## config.mk

```make
export PLATFORM = sky130hd
export DESIGN_NAME = watchdog_timer_block
export DESIGN_NICKNAME = d
export VERILOG_FILES = /design/src/core/wdt_pkg.sv /design/src/core/wdt_cnt_if.sv /design/src/core/watchdog_timer_block.sv /design/src/core/wdt_counter.sv
export VERILOG_INCLUDE_DIRS = /design/src /design/src/core
export SDC_FILE = /design/constraint.sdc
export NUM_CORES = 1
export LEC_CHECK = 0
export BUFFER_PORTS_ARGS = -buffer_cell sky130_fd_sc_hd__buf_2
export CORE_ASPECT_RATIO = 0.8
export CORE_UTILIZATION = 45
export CTS_BUF_LIST = sky130_fd_sc_hd__clkbuf_16
export CTS_CLUSTER_DIAMETER = 120
export CTS_CLUSTER_SIZE = 25
export DETAILED_ROUTE_END_ITERATION = 10
export GPL_ROUTABILITY_DRIVEN = 0
export PLACE_DENSITY = 0.71
export SETUP_SLACK_MARGIN = 0.5
export SYNTH_ARGS = -nofsm -noshare
export SYNTH_HDL_FRONTEND = slang
export SYNTH_SLANG_ARGS = --single-unit
```

## constraint.sdc

```tcl
create_clock -name pclk -period 2.7 [get_ports pclk]
set_input_delay 0.405 -clock pclk [delete_from_list [all_inputs] [get_ports pclk]]
set_output_delay 0.405 -clock pclk [all_outputs]
set_load 0.01 [all_outputs]
```

## src/core/wdt_defs.svh

```systemverilog
`ifndef WDT_DEFS_SVH
`define WDT_DEFS_SVH

// Register byte offsets
`define WDT_CTRL_OFS 8'h00
`define WDT_IRQ_STAT_OFS 8'h04
`define WDT_IRQ_MASK_OFS 8'h08
`define WDT_STATUS_OFS 8'h0c

// Control register fields and reset value
`define WDT_EN_BIT 0
`define WDT_PS_LSB 1
`define WDT_PS_MSB 5
`define WDT_CTRL_RST 8'h16
`define WDT_PS_RST 5'h0b
`define WDT_PS_MAX 5'h12

// Interrupt status bit positions
`define WDT_IRQ_RESET_BIT 0
`define WDT_IRQ_WAKE_BIT 1

// Status register bit positions
`define WDT_ST_TO_BIT 0
`define WDT_ST_PD_BIT 1
`define WDT_ST_RUN_BIT 2
`define WDT_ST_SLEEP_BIT 3

// Time base: system clock and low-frequency oscillator rates in Hz
`define WDT_CLK_HZ 20000000
`define WDT_LF_HZ 31000
`define WDT_LF_DIV (`WDT_CLK_HZ / `WDT_LF_HZ)
`define WDT_MIN_RATIO 23'h000020

`endif

```

## src/core/wdt_pkg.sv

```systemverilog
`include "wdt_defs.svh"

package wdt_pkg;

    // Operating modes of the two-bit configuration field
    typedef enum logic [1:0] {
        MODE_OFF = 2'h0,
        MODE_SW = 2'h1,
        MODE_NO_SLEEP = 2'h2,
        MODE_ON = 2'h3
    } wdt_mode_t;

    // Device power states, one-hot
    typedef enum logic [2:0] {
        ST_AWAKE = 3'b001,
        ST_SLEEP = 3'b010,
        ST_OST = 3'b100
    } pwr_state_t;

    // Last count value before time-out for a period select code
    function automatic logic [22:0] ratio_last(input logic [4:0] ps);
        logic [4:0] sh;
        sh = (ps <= `WDT_PS_MAX) ? ps : 5'h00;
        ratio_last = (`WDT_MIN_RATIO << sh) - 23'h000001;
    endfunction

endpackage

```

## src/core/wdt_cnt_if.sv

```systemverilog
`timescale 1ns/1ps
`default_nettype none

interface wdt_cnt_if;
    logic lf_tick;
    logic clear;
    logic run;
    logic [4:0] period;
    logic expire;
    logic [22:0] count;

    modport ctrl (output lf_tick, output clear, output run, output period, input expire, input count);
    modport cnt (input lf_tick, input clear, input run, input period, output expire, output count);
endinterface

`default_nettype wire

```

## src/core/watchdog_timer_block.sv

```systemverilog
// Function
// Mode 11 keeps the watchdog running always, in Sleep too, whatever the software enable says.
// Mode 10 runs the watchdog while awake and stops it in Sleep, ignoring the software enable.
// Mode 01 runs the watchdog exactly when the software enable is 1, in Sleep or not.
// Mode 00 keeps the watchdog stopped in every state and ignores the software enable.
// After any reset the period select field holds 01011, a ratio of 65536 and about two seconds.
// Period code 00000 means 32 oscillator cycles and each step doubles it up to code 10010.
// Codes 10011 to 11111 behave as the shortest interval of 32 cycles.
// The count clears on reset, clear instruction, Sleep entry, wake by interrupt, oscillator fail, disable and start-up timer.
// Clock switches and divider changes leave the count and enable untouched.
// Entering Sleep clears the count, which then counts on from zero if the mode runs in Sleep.
// Leaving Sleep clears the count again and holds it at zero while the start-up timer runs.
// A time-out in Sleep wakes the device instead of resetting it and updates the time-out and power-down flags.
// Control bits 7:6 read zero, bits 5:1 are the period select and bit 0 the software enable, reset to 0.
// The count advances on cycles of the 31 kHz low-frequency oscillator.
// While awake and running, a missing clear before time-out requests a device reset.
// The watchdog time base does not depend on the system clock selection; here the tick is pclk divided by WDT_LF_DIV.
// Time-out is a one-cycle event sent to reset logic when awake and to wake logic when asleep.
//
// Implementation choices: the placing of the registers and the APB interface to the registers.
`timescale 1ns/1ps
`default_nettype none
`include "wdt_defs.svh"

module watchdog_timer_block (
    // Clock and reset
    input wire logic pclk,
    input wire logic presetn,
    // APB slave
    input wire logic psel,
    input wire logic penable,
    input wire logic pwrite,
    input wire logic [7:0] paddr,
    input wire logic [31:0] pwdata,
    output logic [31:0] prdata,
    output logic pready,
    output logic pslverr,
    // Configuration
    input wire logic [1:0] wdt_mode_config,
    // Core events
    input wire logic clear_watchdog_instruction,
    input wire logic sleep_enter,
    input wire logic wake_interrupt,
    input wire logic osc_fail,
    input wire logic osc_startup_timer,
    // Results
    output logic wdt_reset_req,
    output logic wdt_wake_req,
    output logic timeout_status_n,
    output logic powerdown_status_n,
    output logic irq
);

    wdt_cnt_if cif ();

    logic [7:0] watchdog_control_reg_r;
    logic [1:0] irq_stat_r;
    logic [1:0] irq_mask_r;
    logic [9:0] lf_div_r;
    logic lf_tick_r;
    logic to_n_r;
    logic pd_n_r;
    logic reset_req_r;
    logic wake_req_r;
    logic run;
    logic asleep;
    logic wr_en;
    logic rd_sel_ok;
    logic [31:0] rdata_nxt;
    logic [1:0] irq_set;
    logic sleep_evt;
    logic wake_evt;
    logic count_clear;
    logic sel_ctrl;
    logic sel_stat;
    logic sel_mask;
    logic sel_status;
    logic wr_ctrl;
    logic wr_stat;
    logic wr_mask;
    logic rd_setup;
    logic [1:0] wr_bits;
    logic [3:0] status_bits;
    wdt_pkg::wdt_mode_t mode;
    wdt_pkg::pwr_state_t state_r;
    wdt_pkg::pwr_state_t state_nxt;

    // Mode field and current power state
    assign mode = wdt_pkg::wdt_mode_t'(wdt_mode_config);
    assign asleep = (state_r == wdt_pkg::ST_SLEEP);

    // Sleep entry acts only while awake, a wake interrupt only while asleep
    assign sleep_evt = sleep_enter && !asleep;
    assign wake_evt = asleep && wake_interrupt;

    // Enable decode per operating mode
    always_comb begin
        case (mode)
            wdt_pkg::MODE_ON: run = 1'b1;
            wdt_pkg::MODE_NO_SLEEP: run = !asleep;
            wdt_pkg::MODE_SW: run = watchdog_control_reg_r[`WDT_EN_BIT];
            default: run = 1'b0;
        endcase
    end

    // Low-frequency oscillator tick, made by dividing pclk by WDT_LF_DIV,
    // so any change of the pclk rate stretches or shortens it
    always_ff @(posedge pclk or negedge presetn) begin
        if (!presetn) begin
            lf_div_r <= 10'h000;
            lf_tick_r <= 1'b0;
        end else if (lf_div_r == 10'(`WDT_LF_DIV - 1)) begin
            lf_div_r <= 10'h000;
            lf_tick_r <= 1'b1;
        end else begin
            lf_div_r <= lf_div_r + 10'h001;
            lf_tick_r <= 1'b0;
        end
    end

    // Clearing sources; any one of them holds the count at zero for that cycle
    always_comb begin
        count_clear = 1'b0;
        if (clear_watchdog_instruction || osc_fail) begin
            count_clear = 1'b1;
        end
        if (sleep_evt) begin
            count_clear = 1'b1;
        end
        if (wake_evt) begin
            count_clear = 1'b1;
        end
        if (osc_startup_timer || state_r == wdt_pkg::ST_OST) begin
            count_clear = 1'b1;
        end
    end

    // Counter hookup; clock switching is not an input, so nothing else clears it
    assign cif.lf_tick = lf_tick_r;
    assign cif.run = run;
    assign cif.period = watchdog_control_reg_r[`WDT_PS_MSB:`WDT_PS_LSB];
    assign cif.clear = count_clear;

    wdt_counter u_counter (
        .pclk(pclk),
        .presetn(presetn),
        .c(cif.cnt)
    );

    // Power state tracking
    always_comb begin
        state_nxt = state_r;
        case (state_r)
            wdt_pkg::ST_AWAKE: begin
                if (sleep_enter) begin
                    state_nxt = wdt_pkg::ST_SLEEP;
                end
            end
            wdt_pkg::ST_SLEEP: begin
                if (wake_interrupt || cif.expire) begin
                    state_nxt = wdt_pkg::ST_OST;
                end
            end
            wdt_pkg::ST_OST: begin
                if (!osc_startup_timer) begin
                    state_nxt = wdt_pkg::ST_AWAKE;
                end
            end
            default: state_nxt = wdt_pkg::ST_AWAKE;
        endcase
    end

    always_ff @(posedge pclk or negedge presetn) begin
        if (!presetn) begin
            state_r <= wdt_pkg::ST_AWAKE;
        end else begin
            state_r <= state_nxt;
        end
    end

    // Time-out routing: reset when awake, wake when asleep
    always_ff @(posedge pclk or negedge presetn) begin
        if (!presetn) begin
            reset_req_r <= 1'b0;
            wake_req_r <= 1'b0;
        end else begin
            reset_req_r <= cif.expire && !asleep;
            wake_req_r <= cif.expire && asleep;
        end
    end

    // Time-out and power-down flags, time-out wins over a same-cycle clear
    always_ff @(posedge pclk or negedge presetn) begin
        if (!presetn) begin
            to_n_r <= 1'b1;
            pd_n_r <= 1'b1;
        end else if (cif.expire) begin
            to_n_r <= 1'b0;
            pd_n_r <= !asleep;
        end else if (clear_watchdog_instruction) begin
            to_n_r <= 1'b1;
            pd_n_r <= 1'b1;
        end else if (sleep_evt) begin
            to_n_r <= 1'b1;
            pd_n_r <= 1'b0;
        end
    end

    // Register select, one-hot: control, event status, event mask, state status
    function automatic logic [3:0] reg_select(input logic [7:0] addr);
        logic [3:0] sel;
        sel = 4'h0;
        if (addr == `WDT_CTRL_OFS) begin
            sel = 4'h1;
        end else if (addr == `WDT_IRQ_STAT_OFS) begin
            sel = 4'h2;
        end else if (addr == `WDT_IRQ_MASK_OFS) begin
            sel = 4'h4;
        end else if (addr == `WDT_STATUS_OFS) begin
            sel = 4'h8;
        end
        reg_select = sel;
    endfunction

    // APB decode: zero wait states, so every access phase ends at its first edge
    assign {sel_status, sel_mask, sel_stat, sel_ctrl} = reg_select(paddr);
    assign wr_en = psel && penable && pwrite;
    assign rd_setup = psel && !penable && !pwrite;
    assign pready = 1'b1;
    assign rd_sel_ok = sel_ctrl || sel_stat || sel_mask || sel_status;
    assign pslverr = psel && penable && !rd_sel_ok;

    // Per-register write strobes and the event bits a write carries
    assign wr_ctrl = wr_en && sel_ctrl;
    assign wr_stat = wr_en && sel_stat;
    assign wr_mask = wr_en && sel_mask;
    assign wr_bits = pwdata[1:0];

    // Control register
    always_ff @(posedge pclk or negedge presetn) begin
        if (!presetn) begin
            watchdog_control_reg_r <= `WDT_CTRL_RST;
        end else if (wr_ctrl) begin
            watchdog_control_reg_r <= {2'b00, pwdata[5:0]};
        end
    end

    // Interrupt mask register
    always_ff @(posedge pclk or negedge presetn) begin
        if (!presetn) begin
            irq_mask_r <= 2'b00;
        end else if (wr_mask) begin
            irq_mask_r <= wr_bits;
        end
    end

    // Sticky event bits, write one to clear, set wins
    assign irq_set = {wake_req_r, reset_req_r};

    always_ff @(posedge pclk or negedge presetn) begin
        if (!presetn) begin
            irq_stat_r <= 2'b00;
        end else if (wr_stat) begin
            irq_stat_r <= (irq_stat_r & ~wr_bits) | irq_set;
        end else begin
            irq_stat_r <= irq_stat_r | irq_set;
        end
    end

    // Live state word shown by the status register
    assign status_bits = {asleep, run, pd_n_r, to_n_r};

    // Read data mux
    always_comb begin
        rdata_nxt = 32'h00000000;
        if (sel_ctrl) begin
            rdata_nxt = {24'h000000, watchdog_control_reg_r};
        end else if (sel_stat) begin
            rdata_nxt = {30'h00000000, irq_stat_r};
        end else if (sel_mask) begin
            rdata_nxt = {30'h00000000, irq_mask_r};
        end else if (sel_status) begin
            rdata_nxt = {28'h0000000, status_bits};
        end
    end

    always_ff @(posedge pclk or negedge presetn) begin
        if (!presetn) begin
            prdata <= 32'h00000000;
        end else if (rd_setup) begin
            prdata <= rdata_nxt;
        end
    end

    // Outputs
    assign wdt_reset_req = reset_req_r;
    assign wdt_wake_req = wake_req_r;
    assign timeout_status_n = to_n_r;
    assign powerdown_status_n = pd_n_r;

    // Level interrupt: any unmasked sticky event
    assign irq = |(irq_stat_r & irq_mask_r);

endmodule // watchdog_timer_block

`default_nettype wire

```

## src/core/wdt_counter.sv

```systemverilog
`timescale 1ns/1ps
`default_nettype none

module wdt_counter (
    // Clock and reset
    input wire logic pclk,
    input wire logic presetn,
    // Control side
    wdt_cnt_if.cnt c
);

    logic [22:0] count_r;
    logic expire_r;
    logic hit;

    // Terminal count for the selected ratio
    assign hit = c.lf_tick && (count_r == wdt_pkg::ratio_last(c.period));

    // Oscillator-cycle counter, held at zero while cleared
    always_ff @(posedge pclk or negedge presetn) begin
        if (!presetn) begin
            count_r <= 23'h000000;
        end else if (c.clear || !c.run) begin
            count_r <= 23'h000000;
        end else if (hit) begin
            count_r <= 23'h000000;
        end else if (c.lf_tick) begin
            count_r <= count_r + 23'h000001;
        end
    end

    // One-cycle time-out event
    always_ff @(posedge pclk or negedge presetn) begin
        if (!presetn) begin
            expire_r <= 1'b0;
        end else begin
            expire_r <= hit && c.run && !c.clear;
        end
    end

    // Results back to the control side
    assign c.expire = expire_r;
    assign c.count = count_r;

endmodule // wdt_counter

`default_nettype wire

```

Word level (Yosys, flattened, before mapping). Cells that the tools add are included.

Add/subtract/negate cells: 3. Order comparisons: 1. Equal/unequal tests: 14. Shift-type cells: 1. Muxes and demuxes: 30. Bitwise gates (word level): 5. Reduce and logical (&&, ||, !) cells: 33.

Operators by type and width (number): $mux W23 (3); $mux W4 (7); $add A23 B1 Y23 const B (1); $eq A23 B23 Y1 (1); $shl A6 B5 Y23 const A (1); $sub A23 B1 Y23 const B (1); $eq A8 B4 Y1 const B (2); $logic_and A1 B1 Y1 (15); $mux W1 (11); $add A10 B1 Y10 const B (1); $eq A10 B10 Y1 const B (1); $mux W10 (1); $mux W3 (3); $pmux W3 S3 (1); $eq A8 B3 Y1 const B (1); $logic_not A8 Y1 (1); $logic_or A1 B1 Y1 (7); $logic_not A1 Y1 (6); $mux W6 (1); $reduce_bool A3 Y1 (2); $le A5 B5 Y1 const B (1); $mux W5 (1); $and A2 B2 Y2 (2); $eq A2 B2 Y1 const B (2); 12 further kinds (14).

Flip-flop bits (word level): 84. Input bits: 52. Output and inout bits: 39. Word-level logic and storage cells: 100.

Longest topological paths before layout. Gate-level depths: netlist of the first run.

Depth in word-level cells: 10. Gate-level depth with buffers: 14. Mapped depth without buffers: 10.

By module. Synthesis of the first run repeated with hierarchy kept, for this count alone.

Cell total of the unflattened synthesis: 437. Area total of the unflattened synthesis: 3963.8 sq um.

By module, submodules not included: wdt_counter (instances 1, cells an instance 268, area each 2144.6 sq um, sequential area each 600.6 sq um); watchdog_timer_block (instances 1, cells an instance 169, area each 1819.2 sq um, sequential area each 858.3 sq um).

Least setup slack after synthesis of the first run. No wires, ideal clock.

Path kind: register -> register. Start point: register watchdog_control_reg_r[1]. End point: register u_counter.count_r[15] (netlist: u_counter.c.count[15]). Library setup time: 0.121 ns. Arrival: 2.821 ns. Data required time: 2.579 ns. Setup slack: -0.242 ns. Stages on the path, launching flop included: 13. Path buffers: 3. Period minus slack after synthesis: 2.942 ns. Path through: dfstp_2 buf_2 buf_1 nand3b_1 ha_1 clkbuf_2 or4_1 a21oi_1 o21ai_0 a22oi_1 nand3_1 or3_4 a22o_1.

Longest elaborated chain between the ends: 8. Elaborated cells on any way between the ends: 9. Classes of those cells: add/sub (1); order compare (1); eq/ne (1); shift (1); mux (3); reduce/logical (2).

Ends and longest elaborated chain: start, declared (line watchdog_timer_block.sv:56) `logic [7:0] watchdog_control_reg_r;`; start signal, assigned (line watchdog_timer_block.sv:242) `` watchdog_control_reg_r <= `WDT_CTRL_RST; ``; start signal, assigned (line watchdog_timer_block.sv:244) `watchdog_control_reg_r <= {2'b00, pwdata[5:0]};`; $le A5 B5 Y1 (no source line); $mux W5 (*) (line wdt_pkg.sv:23) `` sh = (ps <= `WDT_PS_MAX) ? ps : 5'h00; ``; $shl A6 B5 Y23 (no source line) (*); $sub A23 B1 Y23 (*) (line wdt_pkg.sv:24) `` ratio_last = (`WDT_MIN_RATIO << sh) - 23'h000001; ``; $eq A23 B23 Y1 (*) (line wdt_counter.sv:17) `assign hit = c.lf_tick && (count_r == wdt_pkg::ratio_last(c.period));`; $logic_and A1 B1 Y1 (*) (line wdt_counter.sv:17); $mux W23 (line wdt_counter.sv:25) `end else if (hit) begin`; $mux W23 (line wdt_counter.sv:23) `end else if (c.clear || !c.run) begin`; end signal, assigned (line wdt_counter.sv:28) `count_r <= count_r + 23'h000001;`; end, declared (line wdt_counter.sv:12) `logic [22:0] count_r;`.

Mark *: on every way between the ends. The rest lies on a longest branch, timed or not. A chain may end at the register's enable or synchronous reset.

Worst setup path in the final report of the first run.
Start point: register watchdog_control_reg_r[3]. End point: register u_counter.count_r[15] (netlist: u_counter.c.count[15]).

The elaborated chain is that of the path after synthesis.

==> results.toml, run 1 <==
[route]
drt_drc_violations_left = 0
routed_wl_um = 9730
ant_nets = 0
wire_per_inst_um = 16.5
dr.first_iter.drc_count = 202
vias = 3347
via_per_inst = 5.68
firstDrtPassIters = 4

[sta]
fin_tns_setup_ns = -1.26
timing.final.ws_setup_ns = -0.157
whs_ns = 0.0218
rsz0062_at_grt = "yes"
relSlewSlack_pct = 54.1
tightest_slew_ns = 0.678
fmax_mhz = 350
setup_viol = 18
maxSlewViolCount = 0
final-hold-violation-count = 0
fin_crit_sh_pct = 106
layout_min_cycle_time_ns = 2.86
fin_worst_skew_ns = 0.00925

[clocking]
clock_sinks = 58
cts_buffers = 9
cts_tree = "yes"
htreeDepth = 3
root_buffer = "clkbuf_16"
clk_path_buf_depth = 2
clkTransAtPathRegs_ns = 0.05
clk_latency_ns = 0.33

[synthesis]
mappedNetlistArea_um2 = 3940
yosys_warnings = 0
syn_avg_cell_area_um2 = 9.25
ys_types = 70
synth_seq_cells = 58
synth_seq_area_share_pct = 37.0
synth_edf_count = 0
synthFlopType = "dfrtp_1"
async_flop_share_pct = 100
syn_inst = 426

[status]
status = "finished, violations left"
violations = "setup timing"

[power_and_ir_drop]
p_per_area_nw_per_um2 = 486
ir_worst_vdd_mv = 0.260
leakagePower_uw = 0.00203

[global_routing]
grt_overflow_total = 0
track_usage_pct = 22.5
grt_max_degree = 26
grt_pass1_vias = 3165
antenna_found_initial = 0
grt_pass1_wl_um = 16000

[run]
drv_cap = 0

[layout]
utilization_pct = 55.4
n_antenna_cell = 0
drive_gt1_share_pct = 28.3
nNetsFinal = 528
multi_input_area_um2 = 2300
area_growth_pct = 19.2
regArea_um2 = 1460
fill_cells = 758

[floorplan]
start_util_pct = 46.4
rows = 30
die_area_um2 = 9140
die_y_um = 85.7
die_w_um = 107
io_pins = 91
fp.coreArea_um2 = 8480

[critical_path]
cp.arrival_ns = 3.07
cp_max_fo = 4
critPathLaunchType = "flip-flop"
cp-end-kind = "flip-flop"
path_class = "reg2reg"
required_ns = 2.91
rr_worst_depth = 10

[worst_hold_path]
hold_path_class = "in2async"

[place]
dp.final_hpwl_um = 6510
portBuffers = 37
pre_cts_ws_ns = -0.0124
## metrics by stage
stage               power, uW  area, um2  std cells
CTS                      2280       4600        586
finish                   2280       4700        589
floorplan                1110       4080        451
global placement         1160       4170        563
global route             2370       4700        589
detailed placement       1170       4170        563
## path summary, 6_finish.rpt
kind / start / slack, ns / endpoint
worst min register to register: wdt_wake_req$_DFF_PN0_ / 0.46 / irq_stat_r[1]$_DFF_PN0_
worst max-delay path: watchdog_control_reg_r[3]$_DFFE_PN0P_ / -0.16 / u_counter.c.count[15]$_DFFE_PN0P_
worst min-delay path: presetn / 0.02 / u_counter.c.count[2]$_DFFE_PN0P_
worst max register to register: watchdog_control_reg_r[3]$_DFFE_PN0P_ / -0.16 / u_counter.c.count[15]$_DFFE_PN0P_
max in group asynchronous: presetn / 1.96 / timeout_status_n$_DFFE_PN1P_
min in group pclk: pwdata[2] / 0.31 / watchdog_control_reg_r[2]$_DFFE_PN1P_
## cells in the mapped netlist (6+ instances only)
cell,number,share of area [%]
dfrtp_1,52,33
xnor2_1,12,2.7
a21oi_1,10,1.3
mux2_2,10,2.9
dfstp_2,6,4.0
nand3_1,18,2.3
o21ai_0,11,1.4
nor2_1,36,3.4
clkbuf_1,10,0.95
nand2_1,34,3.2
nand4_1,10,1.6
buf_2,13,1.7
xor2_1,24,5.3
nor3_1,14,1.8
nor3_2,10,2.5
buf_4,28,5.3
inv_1,6,0.57
and3_1,9,1.4
## logic make-up (layout without fill, tap and decap cells)
family / after synthesis / after routing / share of synthesized area (%)
buf+inv: 63 / 89 / 9.78
xor+xnor: 36 / 36 / 8.00
flops: 58 / 58 / 37.0
other cells: 2 / 27 / 0.191
fa+ha+maj: 4 / 4 / 1.27
mux: 13 / 13 / 4.35
compound gates: 65 / 65 / 12.4
simple gates: 185 / 185 / 27.0
## per-layer routing
layer	track usage (%)	vias up	share of wire [%]
li1	-	1576	-
met1	32.0	1678	47
met2	33.5	83	46
met3	5.62	10	5.2
met4	6.85	0	1.0
met5	0	-	0
## area by class of cell
cell class | count | area share, %
multi-input combinational | 330 | 48.9
clock inverter | 7 | 1.30
sequential | 58 | 31.1
inverter | 6 | 0.479
timing repair buffer | 67 | 10.4
tap | 112 | 2.98
clock buffer | 9 | 4.79
## repair_timing
| action | 4_1_cts | 5_1_grt |
|---|---|---|
| resized for setup | 11 | 12 |
| buffers inserted | 5 | 3 |
| cloned | 2 | 0 |
| pin swaps | 8 | 14 |
| hold buffers | 0 | 0 |
| endpoints found under the setup margin | 24 | 24 |
## cell usage in the layout (no fill, tap or decap), types with 4 or more instances in the layout
| cell type | netlist | routed |
|---|---|---|
| a211oi_1 | 5 | 5 |
| a21oi_1 | 10 | 8 |
| a22o_1 | 5 | 5 |
| and3_1 | 9 | 9 |
| buf_2 | 13 | 37 |
| buf_4 | 28 | 22 |
| buf_6 | 2 | 4 |
| clkbuf_16 | 0 | 9 |
| conb_1 | 2 | 27 |
| dfrtp_1 | 52 | 52 |
| dfstp_2 | 6 | 6 |
| inv_1 | 6 | 7 |
| mux2_2 | 10 | 10 |
| nand2_1 | 34 | 33 |
| nand2b_1 | 4 | 4 |
| nand3_1 | 18 | 18 |
| nand3b_1 | 4 | 4 |
| nand4_1 | 10 | 10 |
| nor2_1 | 36 | 34 |
| nor3_1 | 14 | 13 |
| nor3_2 | 10 | 10 |
| nor4_1 | 5 | 4 |
| nor4b_1 | 5 | 5 |
| o21ai_0 | 11 | 10 |
| or3b_1 | 4 | 4 |
| xnor2_1 | 12 | 10 |
| xor2_1 | 24 | 24 |
## registers in the layout, indices dropped and copies added, names as in the netlist, 2 cells and up
signal and cells:
watchdog_control_reg_r 6, lf_div_r 10, state_r 3, prdata 6, irq_stat_r 2, irq_mask_r 2, u_counter.c.count 23
## critical path, stage by stage (launching register included)
cell and delay (ns):
dfrtp_1 0.43, a211o_1 0.33, a22oi_2 0.26, ha_4 0.25, xnor2_2 0.13, nor2_2 0.13, nand4_1 0.15, nor4_2 0.34
nand3_1 0.13, or3_4 0.37, a22o_1 0.22
## report_power, final
group          switching (uW)  internal [uW]  leakage (uW)
sequential               30.3            903      0.000769
clock                     402            703      0.000148
combinational             140            105       0.00112
total                     572           1710       0.00203
Note: power is estimated with default switching activity, not from simulation.
==> run 2: changes to the inputs <==
- RECOVER_POWER: unset -> 25
==> results.toml, run 2 (synthesis gave the netlist of run 1 again) <==
[power_and_ir_drop]
p_per_area_nw_per_um2 = 486
ir_worst_vdd_mv = 0.260
leakagePower_uw = 0.00203
p_total_uw = 2280

[critical_path]
crit_path_max_incr_delay_ns = 0.43
cp.depth = 10
setup.worst_path.end = "u_counter.c.count[15]$_DFFE_PN0P_"
path_class = "reg2reg"
r2r-end = "u_counter.c.count[15]$_DFFE_PN0P_"
cp_top_family = "simple AND/OR/NAND/NOR gates"
critPathLaunchType = "flip-flop"
cp.arrival_ns = 3.07
critPathSlowestCell = "dfrtp_1"
r2r_slack_ns = -0.15
cp_max_fo = 4
required_ns = 2.91
rr_worst_depth = 10
cp-startpoint = "watchdog_control_reg_r[3]$_DFFE_PN0P_"
cp-end-kind = "flip-flop"
crit_buf_inv = 0
worstPathCellList = "a211o_1, a22oi_2, ha_4, xnor2_2, nor2_2, nand4_1, nor4_2, nand3_1, or3_4, a22o_1"
reg2reg_from = "watchdog_control_reg_r[3]$_DFFE_PN0P_"

[layout]
n_antenna_cell = 0
fin_area_um2 = 4690
drive_gt1_share_pct = 27.9
final_common_cell = "dfrtp_1"
regArea_um2 = 1460
nNetsFinal = 528
layout_common_cells = "52 x dfrtp_1, 36 x buf_2, 34 x nor2_1"
multi_input_area_um2 = 2300
fill_cells = 760
utilization_pct = 55.3
area_growth_pct = 19.1
largest_reg_flops = 23

[place]
portBuffers = 37
pre_cts_ws_ns = -0.0124
place_area_um2 = 4170
dp.final_hpwl_um = 6510

[clocking]
hold_buffers = 0
cts_tree = "yes"
cts_buffers = 9
clk_path_buf_depth = 2
clock_sinks = 58
clk_latency_ns = 0.33
clkTransAtPathRegs_ns = 0.05
root_buffer = "clkbuf_16"
htreeDepth = 3

[sta]
relSlewSlack_pct = 27.6
maxSlewViolCount = 0
layout_min_cycle_time_ns = 2.85
tightest_slew_ns = 1.09
rsz0062_at_grt = "yes"
fin_crit_sh_pct = 106
fin_worst_skew_ns = 0.00912
timing.final.ws_setup_ns = -0.153
setup_viol = 18
fmax_mhz = 350
final-hold-violation-count = 0

[global_routing]
met1_usage_pct = 32.0
antenna_found_initial = 0
grt_max_degree = 26
grt_pass1_wl_um = 16000
use_met3_pct = 5.62
grt.busiest_layer = "met2"
track_usage_pct = 22.5
grt_use_met2_pct = 33.5
grt_pass1_vias = 3165
grt_overflow_total = 0

[floorplan]
start_util_pct = 46.4
die_area_um2 = 9140
die_y_um = 85.7
io_pins = 91
die_w_um = 107
rows = 30
fp.coreArea_um2 = 8480

[route]
ant_nets = 0
routed_wl_um = 9710
firstDrtPassIters = 4
via_per_inst = 5.68
wire_per_inst_um = 16.5
vias = 3348
dr.first_iter.drc_count = 201
drt_drc_violations_left = 0

[status]
violations = "setup timing"
status = "finished, violations left"

[run]
drv_cap = 0

[worst_hold_path]
hold_path_class = "in2async"
==> run 2: repair_timing <==
item	in CTS	in global routing
gates cloned	2	0
endpoints found under the hold margin	0	0
setup endpoints to repair	24	24
buffers inserted	5	3
pin swaps	8	14
gates resized for setup	11	12
==> run 2: worst min path at each step <==
stage,to,startpoint,slack [ns],cells past startpoint
2_1_floorplan,cif.lf_tick$_DFF_PN0_,presetn,0.11,0
3_5_place_dp,u_counter.c.count[2]$_DFFE_PN0P_,presetn,0.38,1
4_1_cts,lf_div_r[8]$_DFF_PN0_,presetn,0.04,1
3_3_place_gp,u_counter.c.count[2]$_DFFE_PN0P_,presetn,0.37,1
6_report,u_counter.c.count[2]$_DFFE_PN0P_,presetn,0.26,1
5_1_grt,watchdog_control_reg_r[3]$_DFFE_PN0P_,pwdata[3],0.31,2
==> run 2: worst reg2reg max path: cells and delay by family, from the launching register on <==
family | cells | cell delay [ns]
flip-flops | 1 | 0.43
XOR/XNOR | 1 | 0.13
adder cells (fa/ha/maj) | 1 | 0.25
AND/OR/NAND/NOR | 5 | 1.13
AO/OA/AOI/OAI | 3 | 0.81
==> run 2: stage by stage <==
step / hold slack [ns] / instances / TNS [ns]
finish: 0.258 / 589 / -1.53
global route: 0.307 / 589 / -3.80
CTS: 0.0360 / 586 / -0.104
detailed placement: 0.379 / 563 / -0.0144
global placement: 0.374 / 563 / 0
floorplan: 0.109 / 451 / -0.615
==> run 2: area by class of cell <==
cell class | instances | area share, %
multi-input combinational | 330 | 49.0
sequential | 58 | 31.1
timing repair buffer | 67 | 10.3
clock buffer | 9 | 4.80
tap | 112 | 2.99
clock inverter | 7 | 1.31
inverter | 6 | 0.480
==> run 2: power by group <==
part	total, uW	internal [uW]	switching [uW]
sequential	934	903	30.3
combinational	244	104	140
clock	1100	703	401
==> run 2: routing by layer <==
layer	wire (um)	up-vias
met1	4600	1670
met4	99	0
met3	522	10
li1	-	1576
met5	0	-
met2	4490	92
